<file path="config.mk">
export PLATFORM = sky130hd
export DESIGN_NAME = sdi_stress_pattern_generator
export DESIGN_NICKNAME = d
export VERILOG_FILES = /design/src/common/sdi_stress_pkg.sv /design/src/logic/sdi_stress_pattern_generator.sv
export SDC_FILE = /design/constraint.sdc
export NUM_CORES = 1
export LEC_CHECK = 0
export BUFFER_PORTS_ARGS = -buffer_cell sky130_fd_sc_hd__buf_4
export CAP_MARGIN = 40
export CORE_MARGIN = 10
export CORE_UTILIZATION = 50
export DETAILED_ROUTE_END_ITERATION = 12
export PLACE_DENSITY = 0.73
export SLEW_MARGIN = 25
export SYNTH_ARGS = -nofsm -noshare
export SYNTH_HDL_FRONTEND = slang
export SYNTH_SLANG_ARGS = --single-unit
</file>
<file path="constraint.sdc">
create_clock -name clk -period 6.3 [get_ports clk]
set_input_delay 0.315 -clock clk [delete_from_list [all_inputs] [get_ports clk]]
set_output_delay 0.315 -clock clk [all_outputs]
set_load 0.05 [all_outputs]
</file>
<file path="src/common/sdi_stress_pkg.sv">
package sdi_stress_pkg;
  // pattern select codes
  localparam logic [3:0] PAT_COSITE = 4'h0;
  localparam logic [3:0] PAT_CHECK_FULL = 4'h1;
  localparam logic [3:0] PAT_CHECK_HALF = 4'h2;
  localparam logic [3:0] PAT_MATRIX_HALF = 4'h3;
  localparam logic [3:0] PAT_MATRIX_HD_BARS = 4'h4;
  localparam logic [3:0] PAT_MATRIX_UHD_BARS = 4'h5;
  localparam logic [3:0] PAT_EQ_FULL = 4'h6;
  localparam logic [3:0] PAT_EQ_HALF = 4'h7;
  localparam logic [3:0] PAT_PLL_FULL = 4'h8;
  localparam logic [3:0] PAT_PLL_HALF = 4'h9;
  localparam logic [3:0] PAT_BANDWIDTH = 4'ha;
  // format class codes
  localparam logic [1:0] FMT_SD = 2'h0;
  localparam logic [1:0] FMT_HD = 2'h1;
  localparam logic [1:0] FMT_UHD = 2'h2;
  // sampling codes
  localparam logic [1:0] SMP_YCC422_10 = 2'h0;
  localparam logic [1:0] SMP_OTHER_10 = 2'h1;
  localparam logic [1:0] SMP_12BIT = 2'h2;
  // stress words
  localparam logic [9:0] EQ_FULL_A = 10'h300;
  localparam logic [9:0] EQ_FULL_B = 10'h198;
  localparam logic [9:0] PLL_FULL_A = 10'h200;
  localparam logic [9:0] PLL_FULL_B = 10'h110;
  localparam logic [9:0] EQ_HALF_W = 10'h14c;
  localparam logic [9:0] PLL_HALF_W = 10'h218;
  localparam logic [9:0] BW_HALF_W = 10'h277;
  // co-siting pulse levels, one per channel, and base black
  localparam logic [9:0] COSITE_Y = 10'h3ac;
  localparam logic [9:0] COSITE_CB = 10'h300;
  localparam logic [9:0] COSITE_CR = 10'h100;
  localparam logic [9:0] BLACK_Y = 10'h040;
  localparam logic [9:0] BLACK_C = 10'h200;
  // narrow-range 100% bar levels, white yellow cyan green magenta red blue black
  localparam logic [79:0] BAR_Y_HD =
    {10'h3ac, 10'h3a8, 10'h2fd, 10'h2f9, 10'h0c0, 10'h0bc, 10'h040, 10'h040};
  localparam logic [79:0] BAR_CB_HD =
    {10'h200, 10'h040, 10'h2a4, 10'h0e4, 10'h31c, 10'h15c, 10'h3c0, 10'h200};
  localparam logic [79:0] BAR_CR_HD =
    {10'h200, 10'h212, 10'h040, 10'h052, 10'h3ae, 10'h3c0, 10'h1ee, 10'h200};
  localparam logic [79:0] BAR_Y_UHD =
    {10'h3ac, 10'h3a3, 10'h31b, 10'h312, 10'h0d3, 10'h0ca, 10'h040, 10'h040};
  localparam logic [79:0] BAR_CB_UHD =
    {10'h200, 10'h040, 10'h276, 10'h0b6, 10'h34a, 10'h18a, 10'h3c0, 10'h200};
  localparam logic [79:0] BAR_CR_UHD =
    {10'h200, 10'h22a, 10'h040, 10'h06a, 10'h396, 10'h3c0, 10'h1d6, 10'h200};
  localparam int BAR_COUNT = 8;
  localparam logic [9:0] POL_RESET = 10'h000;
endpackage : sdi_stress_pkg

</file>
<file path="src/logic/sdi_stress_pattern_generator.sv">
`timescale 1ns/100ps
// Notes on behaviour
// - co-siting pattern puts a one-sample pulse at centre, distinct level per channel.
// - polarity control word comes from a 10-bit counter, not a toggled bit.
// - full checkfield top half alternates 300h and 198h.
// - full checkfield bottom half alternates 200h and 110h.
// - full checkfield is refused for 2160-line formats.
// - half checkfield works on every format; equalizer half repeats 14Ch.
// - half checkfield PLL half repeats 218h.
// - half matrix is equalizer, PLL, bandwidth thirds from top down.
// - half matrix is refused for 2160-line 12-bit formats.
// - matrix with HD bars only for HD YCbCr 4:2:2 10-bit.
// - matrix with UHD bars only for UHD YCbCr 4:2:2 10-bit.
// - full equalizer fills the field alternating 300h and 198h.
// - half equalizer fills the field with 14Ch.
// - full PLL fills the field alternating 200h and 110h.
// - half PLL fills the field with 218h.
// - bandwidth pattern fills the field with 277h.
// - stress words go out unchanged on all channels, whatever the format.
module sdi_stress_pattern_generator #(
  parameter int X_W = 13,
  parameter int Y_W = 12
) (
  input wire logic clk,
  input wire logic rst,
  // pattern and format selection
  input wire logic [3:0] pattern_sel,
  input wire logic [1:0] format_class,
  input wire logic [1:0] sampling,
  // raster geometry
  input wire logic [X_W-1:0] active_width,
  input wire logic [Y_W-1:0] active_height,
  // raster timing from the video timing generator
  input wire logic frame_start,
  input wire logic active_en,
  input wire logic [X_W-1:0] pix_x,
  input wire logic [Y_W-1:0] pix_y,
  // sample output
  output logic [9:0] y_out,
  output logic [9:0] cb_out,
  output logic [9:0] cr_out,
  output logic sample_valid,
  output logic pattern_ok
);

  // polarity counter
  logic [9:0] pol_count_r;

  // selection state
  logic allowed;
  logic patho;
  logic [9:0] word;

  // raster position decode
  logic odd_x;
  logic top_half;
  logic centre;
  logic first_sample;
  logic [Y_W-1:0] third_h;
  logic [1:0] third_idx;

  // bar layout
  logic [2:0] bar_idx;
  logic use_bars;
  logic uhd_bars;
  logic [X_W-1:0] bar_w;
  logic [X_W-1:0] bar_edge [sdi_stress_pkg::BAR_COUNT];
  logic [sdi_stress_pkg::BAR_COUNT-1:0] past_edge;

  // per-lane level tables: 0 luma, 1 blue difference, 2 red difference
  logic [9:0] black_lvl [3];
  logic [9:0] cosite_lvl [3];
  logic [79:0] bars_hd [3];
  logic [79:0] bars_uhd [3];

  // pattern availability per format
  always_comb begin
    unique case (pattern_sel)
      sdi_stress_pkg::PAT_CHECK_FULL: begin
        // refused for the whole uhd class, the only 2160-line class here
        allowed = (format_class != sdi_stress_pkg::FMT_UHD);
      end
      sdi_stress_pkg::PAT_MATRIX_HALF: begin
        allowed = !(format_class == sdi_stress_pkg::FMT_UHD &&
                    sampling == sdi_stress_pkg::SMP_12BIT);
      end
      sdi_stress_pkg::PAT_MATRIX_HD_BARS: begin
        allowed = (format_class == sdi_stress_pkg::FMT_HD &&
                   sampling == sdi_stress_pkg::SMP_YCC422_10);
      end
      sdi_stress_pkg::PAT_MATRIX_UHD_BARS: begin
        allowed = (format_class == sdi_stress_pkg::FMT_UHD &&
                   sampling == sdi_stress_pkg::SMP_YCC422_10);
      end
      sdi_stress_pkg::PAT_COSITE, sdi_stress_pkg::PAT_CHECK_HALF,
      sdi_stress_pkg::PAT_EQ_FULL, sdi_stress_pkg::PAT_EQ_HALF,
      sdi_stress_pkg::PAT_PLL_FULL, sdi_stress_pkg::PAT_PLL_HALF,
      sdi_stress_pkg::PAT_BANDWIDTH: begin
        allowed = 1'b1;
      end
      default: begin
        // unused codes are refused and come out black
        allowed = 1'b0;
      end
    endcase
  end

  assign patho = (pattern_sel != sdi_stress_pkg::PAT_COSITE);

  // advance once per frame; a wide count reaches both dc polarities reliably
  always_ff @(posedge clk) begin
    if (rst) begin
      pol_count_r <= sdi_stress_pkg::POL_RESET;
    end else if (frame_start) begin
      pol_count_r <= pol_count_r + 10'h001;
    end
  end

  assign odd_x = pix_x[0];
  assign top_half = (pix_y < (active_height >> 1));
  // thirds by integer divide; a remainder of one or two lines joins the bottom
  assign third_h = Y_W'(active_height / 3);
  always_comb begin
    if (pix_y < third_h) begin
      third_idx = 2'h0;
    end else if (pix_y < Y_W'(third_h + third_h)) begin
      third_idx = 2'h1;
    end else begin
      third_idx = 2'h2;
    end
  end

  // bars occupy the bottom third in the matrix-with-bars layouts
  assign use_bars = (pattern_sel == sdi_stress_pkg::PAT_MATRIX_HD_BARS ||
                     pattern_sel == sdi_stress_pkg::PAT_MATRIX_UHD_BARS) &&
                    (third_idx == 2'h2);
  assign uhd_bars = (pattern_sel == sdi_stress_pkg::PAT_MATRIX_UHD_BARS);
  assign bar_w = X_W'(active_width >> 3);

  // every bar edge compared in parallel; the last bar takes any remainder columns
  for (genvar b = 0; b < sdi_stress_pkg::BAR_COUNT; b++) begin : g_bar
    assign bar_edge[b] = X_W'(bar_w * b);
    assign past_edge[b] = (pix_x >= bar_edge[b]);
  end

  always_comb begin
    bar_idx = 3'h7;
    for (int i = 1; i < sdi_stress_pkg::BAR_COUNT; i++) begin
      if (past_edge[i] && bar_w != '0) begin
        bar_idx = 3'(sdi_stress_pkg::BAR_COUNT - 1 - i);
      end
    end
  end

  // special sample positions
  assign centre = (pix_x == X_W'(active_width >> 1)) && (pix_y == Y_W'(active_height >> 1));
  assign first_sample = (pix_x == '0) && (pix_y == '0);

  // level tables, one entry per lane
  assign black_lvl[0] = sdi_stress_pkg::BLACK_Y;
  assign black_lvl[1] = sdi_stress_pkg::BLACK_C;
  assign black_lvl[2] = sdi_stress_pkg::BLACK_C;
  assign cosite_lvl[0] = sdi_stress_pkg::COSITE_Y;
  assign cosite_lvl[1] = sdi_stress_pkg::COSITE_CB;
  assign cosite_lvl[2] = sdi_stress_pkg::COSITE_CR;
  assign bars_hd[0] = sdi_stress_pkg::BAR_Y_HD;
  assign bars_hd[1] = sdi_stress_pkg::BAR_CB_HD;
  assign bars_hd[2] = sdi_stress_pkg::BAR_CR_HD;
  assign bars_uhd[0] = sdi_stress_pkg::BAR_Y_UHD;
  assign bars_uhd[1] = sdi_stress_pkg::BAR_CB_UHD;
  assign bars_uhd[2] = sdi_stress_pkg::BAR_CR_UHD;

  // one stress word for all three channels
  always_comb begin
    word = sdi_stress_pkg::BW_HALF_W;
    unique case (pattern_sel)
      sdi_stress_pkg::PAT_CHECK_FULL: begin
        if (top_half) begin
          word = odd_x ? sdi_stress_pkg::EQ_FULL_B : sdi_stress_pkg::EQ_FULL_A;
        end else begin
          word = odd_x ? sdi_stress_pkg::PLL_FULL_B : sdi_stress_pkg::PLL_FULL_A;
        end
      end
      sdi_stress_pkg::PAT_CHECK_HALF: begin
        word = top_half ? sdi_stress_pkg::EQ_HALF_W : sdi_stress_pkg::PLL_HALF_W;
      end
      sdi_stress_pkg::PAT_MATRIX_HALF, sdi_stress_pkg::PAT_MATRIX_HD_BARS,
      sdi_stress_pkg::PAT_MATRIX_UHD_BARS: begin
        unique case (third_idx)
          2'h0: begin
            word = sdi_stress_pkg::EQ_HALF_W;
          end
          2'h1: begin
            word = sdi_stress_pkg::PLL_HALF_W;
          end
          default: begin
            word = sdi_stress_pkg::BW_HALF_W;
          end
        endcase
      end
      sdi_stress_pkg::PAT_EQ_FULL: begin
        word = odd_x ? sdi_stress_pkg::EQ_FULL_B : sdi_stress_pkg::EQ_FULL_A;
      end
      sdi_stress_pkg::PAT_EQ_HALF: begin
        word = sdi_stress_pkg::EQ_HALF_W;
      end
      sdi_stress_pkg::PAT_PLL_FULL: begin
        word = odd_x ? sdi_stress_pkg::PLL_FULL_B : sdi_stress_pkg::PLL_FULL_A;
      end
      sdi_stress_pkg::PAT_PLL_HALF: begin
        word = sdi_stress_pkg::PLL_HALF_W;
      end
      sdi_stress_pkg::PAT_BANDWIDTH: begin
        word = sdi_stress_pkg::BW_HALF_W;
      end
      default: begin
        word = sdi_stress_pkg::BW_HALF_W;
      end
    endcase
  end

  // one output lane per component; lanes differ only in their level tables
  for (genvar c = 0; c < 3; c++) begin : g_chan
    logic [9:0] chan_nxt;
    logic [9:0] chan_r;

    always_comb begin
      chan_nxt = black_lvl[c];
      if (!allowed || !active_en) begin
        chan_nxt = black_lvl[c];
      end else if (!patho) begin
        if (centre) begin
          chan_nxt = cosite_lvl[c];
        end
      end else if (first_sample) begin
        chan_nxt = pol_count_r;
      end else if (use_bars && uhd_bars) begin
        chan_nxt = bars_uhd[c][bar_idx*10 +: 10];
      end else if (use_bars) begin
        chan_nxt = bars_hd[c][bar_idx*10 +: 10];
      end else begin
        // no colour conversion: the displayed tint depends on the format
        chan_nxt = word;
      end
    end

    always_ff @(posedge clk) begin
      if (rst) begin
        chan_r <= black_lvl[c];
      end else begin
        chan_r <= chan_nxt;
      end
    end
  end

  assign y_out = g_chan[0].chan_r;
  assign cb_out = g_chan[1].chan_r;
  assign cr_out = g_chan[2].chan_r;

  // valid follows the raster with the same one-cycle latency as the samples
  always_ff @(posedge clk) begin
    if (rst) begin
      sample_valid <= 1'b0;
    end else begin
      sample_valid <= active_en;
    end
  end

  // availability is reported even outside active picture
  always_ff @(posedge clk) begin
    if (rst) begin
      pattern_ok <= 1'b0;
    end else begin
      pattern_ok <= allowed;
    end
  end

endmodule : sdi_stress_pattern_generator

</file>
==> metrics.txt, run 1 <==
crit path capture type=flop; worst min path class=in -> reg; Max Cap Viol=0; Peak VDD IR=0.113 mV; vias in the first global route=8005; FILL cells=1368; Clock Sinks=40; final setup violation count=0; P per Cell Area=156 nW/µm²; layout net count=1386; cell area after placement=9370 µm²; # IOs=94; dpl hpwl=19100 µm; H-tree depth=2; Max Buffers Root-to-Sink=2; largest cells by area after synthesis=ha_1 (25%), dfxtp_1 (10%), a21oi_1 (4.6%); post-synth top area share=0.254; worst endpoint required time=6.46 ns; class of the most critical setup path=in -> reg; grt ovf=0; routed vias/inst=6.15; clk root buf=clkbuf_16; vias=8378; PortBufs=92; drt pass-1 iters=6; TritonCTS clock tree=yes; element type at the critical path start=primary input; status=finished, final reports clean; slowest stage delay, CP=0.42 ns; CP dominant cell by count=buf_4; Routed WL per cell=17.4 µm; Total Routing Usage GR=0.207; Worst path slowest cell=a311o_1; final worst-path cycle share=0.967; post-route insts no fill=1363; leading cell type in the layout, fill and taps excluded=buf_4; share of cells above drive strength 1=0.220; ys async rst share=0; multi-input logic area=6880 µm²; clk_lat worst skew=0.28 ns; Lkg Pwr=4.59 nW; cells after synthesis=997; antenna diode count=0; cts bufs inserted=5; max-slew violations=0; unrepaired setup endpoints after global routing=yes; largest net degree at the start of global routing=36; Antenna Nets Post-Route=0; Max-slew headroom=0.336; cts-stage hold buffer count=0; final total power=1.52 mW; leading area contributor after synthesis=ha_1; ys flop type=dfxtp_1; Residual DRC=0; Fin Clk Skew=0.00366 ns; GPL Wtd Cong=0.926; syn avg cell area=7.90 µm²; Final Hold Fails=0; Die Span Y=146 µm; sequential area share after synthesis=0.102; core area=15300 µm²; Worst Max-Slew Pin Slew=0.987 ns; initial antenna violation count=0; FF/Latch Area=801 µm²; row cnt=45; CTS clock-pin slew for the worst setup and hold paths=0.06 ns; Yosys warning total=0; maximum clock frequency=164 MHz; Area Overhead vs Synth=23.6%; Cell Count Post-Placement=1348; minimum clock period=6.09 ns; CP Max Fanout=7; WP data arrival=6.25 ns; Seq cells post-synth=40; final WL=23700 µm; Netlist cell types=90; initial DRC count=670; Mapped Area=7880 µm²; Synth Net Count=1231; cell area after layout=9730 µm²; commonest non-fill, non-tap cells in the layout=buf_4 (185), ha_1 (158), a21oi_1 (72), nor2_1 (67), inv_1 (60); Initial Utilization=0.514; Die Width=146 µm; EDFF count, synth=0; global-route wire length before repair=38300 µm; DIE AREA=21200 µm²
==> per-stage QoR <==
stage / utilization / worst slack (ns) / hold slack [ns] / TNS (ns)
2_1_floorplan: - / 0.00905 / 0.387 / 0
3_3_place_gp: 0.612 / -0.126 / 0.520 / -1.96
3_5_place_dp: 0.612 / -0.222 / 0.527 / -4.18
4_1_cts: 0.621 / 0.0558 / 0.273 / 0
5_1_grt: 0.636 / -0.0725 / 0.298 / -0.439
6_report: 0.636 / 0.207 / 0.269 / 0
==> flip-flops by register name (all words and copies together) (netlist names) <==
signal,count
pol_count_r,10
y_out,10
cb_out,9
cr_out,9
pattern_ok,1
sample_valid,1
==> kinds of logic (layout without fill, tap and decap cells) <==
group / after synthesis / after routing / synth area share
mux: 11 / 11 / 0.0154
buf+inv: 104 / 258 / 0.0562
xor+xnor: 39 / 39 / 0.0434
compound gates: 338 / 339 / 0.298
simple gates: 293 / 293 / 0.201
fa+ha+maj: 172 / 172 / 0.285
flops: 40 / 40 / 0.102
==> cell usage after synthesis, types with 7 or more instances <==
| master | number |
|---|---|
| nor2_1 | 68 |
| o21ai_0 | 58 |
| nor3_1 | 16 |
| clkbuf_1 | 25 |
| nand2_1 | 54 |
| xnor2_1 | 27 |
| ha_1 | 160 |
| o21a_1 | 20 |
| a31oi_1 | 14 |
| fa_1 | 12 |
| nand2b_1 | 20 |
| nand3_1 | 26 |
| or3_1 | 9 |
| xor2_1 | 12 |
| dfxtp_1 | 40 |
| mux2i_1 | 8 |
| o211ai_1 | 7 |
| a221oi_1 | 7 |
| nor2b_1 | 19 |
| nand4_1 | 16 |
| nor4_1 | 15 |
| a211o_1 | 7 |
| a2111oi_0 | 7 |
| o21bai_1 | 15 |
| inv_1 | 60 |
| a21o_1 | 46 |
| and3_1 | 8 |
| a21oi_1 | 73 |
| o22ai_1 | 7 |
| a211oi_1 | 14 |
==> cell type report <==
class	count	share of cell area
sequential	40	0.0823
clock inverter	2	0.00129
inverter	64	0.0247
tap	211	0.0271
multi-input combinational	854	0.707
clock buffer	5	0.0129
timing repair buffer	187	0.145
==> worst max-delay path, delay by kind of cell <==
kind | cells | cell delay (ns)
and+or+nand+nor | 10 | 1.54
muxes | 2 | 0.61
buffers and inverters | 5 | 0.82
xor gates and xnor gates | 1 | 0.10
AOI/OAI and AO/OA | 11 | 2.17
adders and majority gates | 3 | 0.71
==> worst paths after layout <==
kind	from	endpoint	slack (ns)	cells after the start
hold reg to reg	pol_count_r[9]	cb_out[9]	0.55	2
setup / recovery	active_height[10]	cr_out[9]	0.21	32
hold / removal	active_en	sample_valid	0.27	2
setup reg to reg	pol_count_r[2]	pol_count_r[7]	4.90	3
==> what timing repair did <==
action / 4_1_cts / 5_1_grt
resized for setup: 0 / 38
endpoints found under the setup margin: 0 / 28
hold endpoints to repair: 0 / 0
buffers inserted: 0 / 7
==> metal layers <==
layer	part of all wire	up-vias	track usage
li1	-	4069	-
met1	0.44	3954	0.263
met2	0.49	315	0.361
met3	0.053	40	0.0276
met4	0.018	0	0.0450
met5	0	-	0
==> power by group <==
part           total, mW  internal [mW]  switching, mW
Combinational       1.02          0.468          0.554
Clock              0.236          0.143         0.0925
Sequential         0.264          0.261        0.00372
No activity file was read; power rests on OpenSTA's default activity.
==> run 2, diff against run 1 <==
PLACE_DENSITY = 0.83   (was 0.73)
==> metrics.txt, run 2 (same netlist as run 1, synthesis figures left out) <==
crit path capture type=flop; CP dominant cell by count=buf_4; post-route insts no fill=1360 (-0.22%); share of cells above drive strength 1=0.220 (+0.000765); Max-slew headroom=0.439 (+0.103); vias=8497 (+1.4%); final setup violation count=0 (unchanged); cts bufs inserted=5 (unchanged); vias in the first global route=8184 (+2.2%); core area=15300 µm² (unchanged); Worst path slowest cell=or4_4; element type at the critical path start=primary input; Finished Core Util=0.637 (+0.00188); minimum clock period=6.09 ns (-0.00220 ns); leading cell type in the layout, fill and taps excluded=buf_4; Antenna Nets Post-Route=0 (unchanged); WP data arrival=6.30 ns (+0.05 ns); GPL Wtd Cong=0.984 (+6.2%); Clock Sinks=40 (unchanged); cts-stage hold buffer count=0 (unchanged); Fin Clk Skew=0.00359 ns (-0.0000711 ns); Total Routing Usage GR=0.211 (+0.00420); Die Width=146 µm (unchanged); commonest non-fill, non-tap cells in the layout=buf_4 (177), ha_1 (157), a21oi_1 (70), nor2_1 (67), inv_1 (60); DIE AREA=21200 µm² (unchanged); Initial Utilization=0.514 (unchanged); Max Cap Viol=0 (unchanged); clk root buf=clkbuf_16; FILL cells=1305 (-4.6%); worst min path class=in -> reg; clk_lat worst skew=0.29 ns (about the same); row cnt=45 (unchanged); Lkg Pwr=4.59 nW (-0.12%); PortBufs=92 (unchanged); Final Hold Fails=0 (unchanged); Area Overhead vs Synth=24.0%; layout net count=1381 (-0.36%); final WL=24100 µm (+2.0%); max-slew violations=0 (unchanged); grt ovf=0 (unchanged); class of the most critical setup path=in -> reg; H-tree depth=2 (unchanged); initial DRC count=892 (+33%); maximum clock frequency=164 MHz (about the same); Routed WL per cell=17.7 µm (+2.2%); Max Buffers Root-to-Sink=2 (unchanged); drt pass-1 iters=7 (+1); Peak VDD IR=0.110 mV (-2.5%); # IOs=94 (unchanged); TritonCTS clock tree=yes; Cell Count Post-Placement=1342 (-0.45%); flop2flop setup slack=4.93 ns (+0.03 ns); Die Span Y=146 µm (unchanged); largest net degree at the start of global routing=36 (unchanged); P per Cell Area=160 nW/µm² (+2.0%); Worst Max-Slew Pin Slew=0.821 ns (-0.166 ns); final worst-path cycle share=0.967 (about the same); routed vias/inst=6.25 (+1.6%); status=finished, final reports clean; CP Max Fanout=6 (-1); final setup TNS=0 ns (unchanged); worst endpoint required time=6.51 ns (+0.05 ns); dpl hpwl=19000 µm (-0.26%); CTS clock-pin slew for the worst setup and hold paths=0.06 ns (about the same); slowest stage delay, CP=0.45 ns (+0.03 ns); Residual DRC=0 (unchanged); global-route wire length before repair=38900 µm (+1.5%); initial antenna violation count=1 (+1)
[run 2: cell count changes in the layout (fill, tap and decap cells not counted), moves of 2 or more]
| cell | previous run | this run |
|---|---|---|
| a21oi_1 | 72 | 70 |
| buf_4 | 185 | 177 |
| buf_12 | 0 | 2 |
| nor4_4 | 1 | 3 |
| a21oi_2 | 0 | 3 |
| a221oi_2 | 1 | 3 |
| a211oi_1 | 10 | 12 |
| nand2_2 | 0 | 2 |
[run 2: layout make-up]
type	count	area, µm²	area share
clock buffer	7	143	0.0146
clock inverter	1	7.51	0.000769
timing repair buffer	182	1400	0.143
tap	211	264	0.0270
inverter	64	240	0.0246
antenna	1	2.50	0.000256
sequential	40	801	0.0820
multi-input combinational	854	6910	0.708
[run 2: metal layers]
metal / vias to the layer above / share of wire / global-route usage
li1: 4062 / - / -
met1: 3954 / 0.42 / 0.265
met2: 406 / 0.48 / 0.359
met3: 75 / 0.063 / 0.0255
met4: 0 / 0.037 / 0.0809
met5: - / 0 / 0
[run 2: power breakdown]
group          total [mW]  switching, mW  internal, mW
combinational        1.03          0.562         0.471
sequential          0.264        0.00392         0.261
clock               0.261          0.103         0.158
total                1.56          0.669         0.889
[run 2: worst max-delay path: cells and delay by family]
family | cells | cell delay [ns]
mux | 2 | 0.51
simple gates | 8 | 1.93
xor+xnor | 1 | 0.10
buf+inv | 3 | 0.46
compound gates | 12 | 2.26
fa+ha+maj | 3 | 0.69
[run 2: worst paths after layout]
check                                       start             end  depth (start not counted)
worst max-delay path            active_height[10]       cb_out[3]                         29
worst min-delay path                    active_en    sample_valid                          2
worst max register to register     pol_count_r[2]  pol_count_r[7]                          3
worst min register to register     pol_count_r[7]  pol_count_r[7]                          2
[run 2: stage by stage]
stage               setup WS (ns)  power [mW]  hold slack (ns)  instance area [µm²]
floorplan                 0.00905       0.938            0.387                 7960
global route               -0.120        1.69            0.283                 9760
detailed placement         -0.280        1.24            0.532                 9350
CTS                        0.0116        1.50            0.256                 9500
finish                      0.209        1.56            0.258                 9760
global placement          -0.0815        1.20            0.520                 9350
[run 2: timing repair]
action / 4_1_cts / 5_1_grt
setup buffers: 0 / 7
resized for setup: 0 / 41
setup endpoints to repair: 0 / 28
==> run 3, diff against run 2 <==
ABC_AREA = 1   (was default)
==> metrics.txt, run 3 <==
largest cells by area after synthesis=ha_1 (27%), nand2_1 (13%), dfxtp_1 (11%); CTS clock-pin slew for the worst setup and hold paths=0.06 ns (about the same); met2 routed WL=10100 µm (-13%); top-count cell post-synth=nand2_1; final worst-path cycle share=0.981 (+0.0146); Switch Pwr=0.807 mW (+21%); share of total power in the clock network=0.175 (+0.008); worst endpoint required time=6.50 ns (about the same); grt ovf=0 (unchanged); Total Routing Usage GR=0.184 (-0.0268); crit path capture type=flop; Initial Utilization=0.509 (-0.00518); leading cell type in the layout, fill and taps excluded=nand2_1; Lkg Pwr=4.92 nW (+7.3%); vias in the first global route=7531 (-8.0%); ys async rst share=0 (unchanged); largest net degree at the start of global routing=26 (-28%); Worst Max-Slew Pin Slew=0.785 ns (-0.0358 ns); EDFF count, synth=0 (unchanged); dpl hpwl=16100 µm (-16%); status=finished, final reports clean; Netlist cell types=52 (-42%); uppermost layer routed=met4; Routed WL per cell=14.6 µm (-18%); Max Buffers Root-to-Sink=2 (unchanged); H-tree depth=2 (unchanged); FILL cells=1215 (-6.9%); vias=8084 (-4.9%); drt pass-1 iters=7 (unchanged); Seq cells post-synth=40 (unchanged); Max Cap Viol=0 (unchanged); GPL Wtd Cong=0.962 (-2.2%); PortBufs=92 (unchanged); cells after synthesis=1106 (+11%); Synth Net Count=1340 (+8.9%); core area=14500 µm² (-5.1%); Post-synth top cells=nand2_1 (255), ha_1 (160), inv_1 (140); final setup violation count=0 (unchanged); Fin Clk Skew=0.00702 ns (+0.00343 ns); routed vias/inst=5.66 (-9.4%); TritonCTS clock tree=yes; minimum clock period=6.18 ns (+0.0919 ns); element type at the critical path start=primary input; switch share=0.461 (+0.0317); antenna diode count=0 (-1); Peak VDD IR=0.144 mV (+30%); CP Max Fanout=6 (unchanged); sequential area share after synthesis=0.108 (+0.00655); final total power=1.75 mW (+12%); Clock Sinks=40 (unchanged); unrepaired setup endpoints after global routing=yes; worst min path class=in -> reg; cts bufs inserted=5 (unchanged); met3 wire length=1150 µm (-24%); P per Cell Area=188 nW/µm² (+18%); share of cells above drive strength 1=0.219 (-0.00173); cts-stage hold buffer count=0 (unchanged); final WL=20900 µm (-14%); DIE AREA=20100 µm² (-5.2%); WP data arrival=6.38 ns (+0.08 ns); Mapped Area=7400 µm² (-6.1%); slowest stage delay, CP=0.22 ns (-0.23 ns); post-synth top area share=0.271 (+0.0164); Final Hold Fails=0 (unchanged); clk_lat worst skew=0.28 ns (about the same); clk root buf=clkbuf_16; commonest non-fill, non-tap cells in the layout=nand2_1 (226), ha_1 (158), inv_1 (134), buf_4 (132), a21oi_1 (90); max-slew violations=0 (unchanged); Max-slew headroom=0.473 (+0.0340); class of the most critical setup path=in -> reg; WL met1=8920 µm (-13%); row cnt=44 (-2.2%); Area Overhead vs Synth=25.7%; Die Width=142 µm (-2.7%); layout net count=1477 (+7.0%); Sequential Power Share=0.153 (-0.017); flop2flop setup slack=4.79 ns (-0.14 ns); syn avg cell area=6.69 µm² (-15%); leading area contributor after synthesis=ha_1; Antenna Nets Post-Route=0 (unchanged); Power Internal=0.943 mW (+6.1%); Residual DRC=0 (unchanged); Die Span Y=142 µm (-2.7%); initial antenna violation count=0 (-1); maximum clock frequency=162 MHz (-1.5%); # IOs=94 (unchanged); hold slack=0.241 ns (-0.0169 ns); initial DRC count=616 (-31%); Worst path slowest cell=ha_4; Yosys warning total=0 (unchanged); global-route wire length before repair=32700 µm (-16%); Comb pwr share=0.672 (+0.009); ys flop type=dfxtp_1
run 3: cell types whose count changed after synthesis, sizes merged, moves of 25 or more:
| cell | delta |
|---|---|
| nand3 | +62 |
| inv | +85 |
| nand2 | +213 |
| nor2 | +27 |
| a21oi | +25 |
| a21o | -36 |
run 3: power groups by stage:
stage	sequential [mW]	clock [mW]	combinational [mW]
floorplan	0.303	0	0.714
global placement	0.272	0	0.988
detailed placement	0.273	0	1.02
CTS	0.267	0.308	1.03
global route	0.268	0.320	1.33
finish	0.267	0.306	1.18
run 3: cell families (layout without fill, tap and decap cells):
family	after synthesis	in the layout	synth area share
flip-flops	40	40	0.108
adder cells (fa/ha/maj)	172	172	0.303
buffers and inverters	164	300	0.0866
AND/OR/NAND/NOR	508	510	0.316
AO/OA/AOI/OAI	194	194	0.153
XOR/XNOR	28	28	0.0331
run 3: timing repair:
item | 4_1_cts | 5_1_grt
gates resized for setup | 0 | 118
setup endpoints to repair | 0 | 28
buffers inserted | 0 | 21
run 3: path summary, 6_finish.rpt:
kind / cells past startpoint / start / to
worst min-delay path: 2 / rst / sample_valid
worst max register to register: 7 / pol_count_r[2] / pol_count_r[9]
worst max-delay path: 58 / active_height[10] / y_out[0]
worst min register to register: 2 / pol_count_r[9] / pol_count_r[9]
run 3: per-layer routing:
metal  up-vias  track usage
li1       4023            -
met1      3701        0.230
met2       282        0.330
met3        78       0.0200
met4         0       0.0409
met5         -            0
run 3: through the flow:
step                cell area, µm²  TNS, ns   util  setup WS, ns  cells
floorplan                     7400        0      -         0.771   1106
global route                  9300    -8.14  0.640        -0.348   1428
finish                        9300        0  0.640         0.117   1428
CTS                           8650        0  0.595         0.123   1405
detailed placement            8460    -1.30  0.582        -0.115   1397
global placement              8450  -0.0825  0.581       -0.0287   1396
run 3: critical path, delay by kind of cell:
family | cells | cell delay, ns
AND/OR/NAND/NOR | 44 | 4.31
adder cells (fa/ha/maj) | 2 | 0.38
AO/OA/AOI/OAI | 3 | 0.48
buffers and inverters | 9 | 0.84
run 3: final cells by class:
| cell class | instances | area [µm²] | area share |
|---|---|---|---|
| Sequential cell | 40 | 801 | 0.0861 |
| Clock buffer | 7 | 153 | 0.0164 |
| Inverter | 151 | 574 | 0.0618 |
| Tap cell | 184 | 230 | 0.0248 |
| Clock inverter | 1 | 30.0 | 0.00323 |
| Multi-Input combinational cell | 904 | 6390 | 0.687 |
| Timing Repair Buffer | 141 | 1120 | 0.121 |
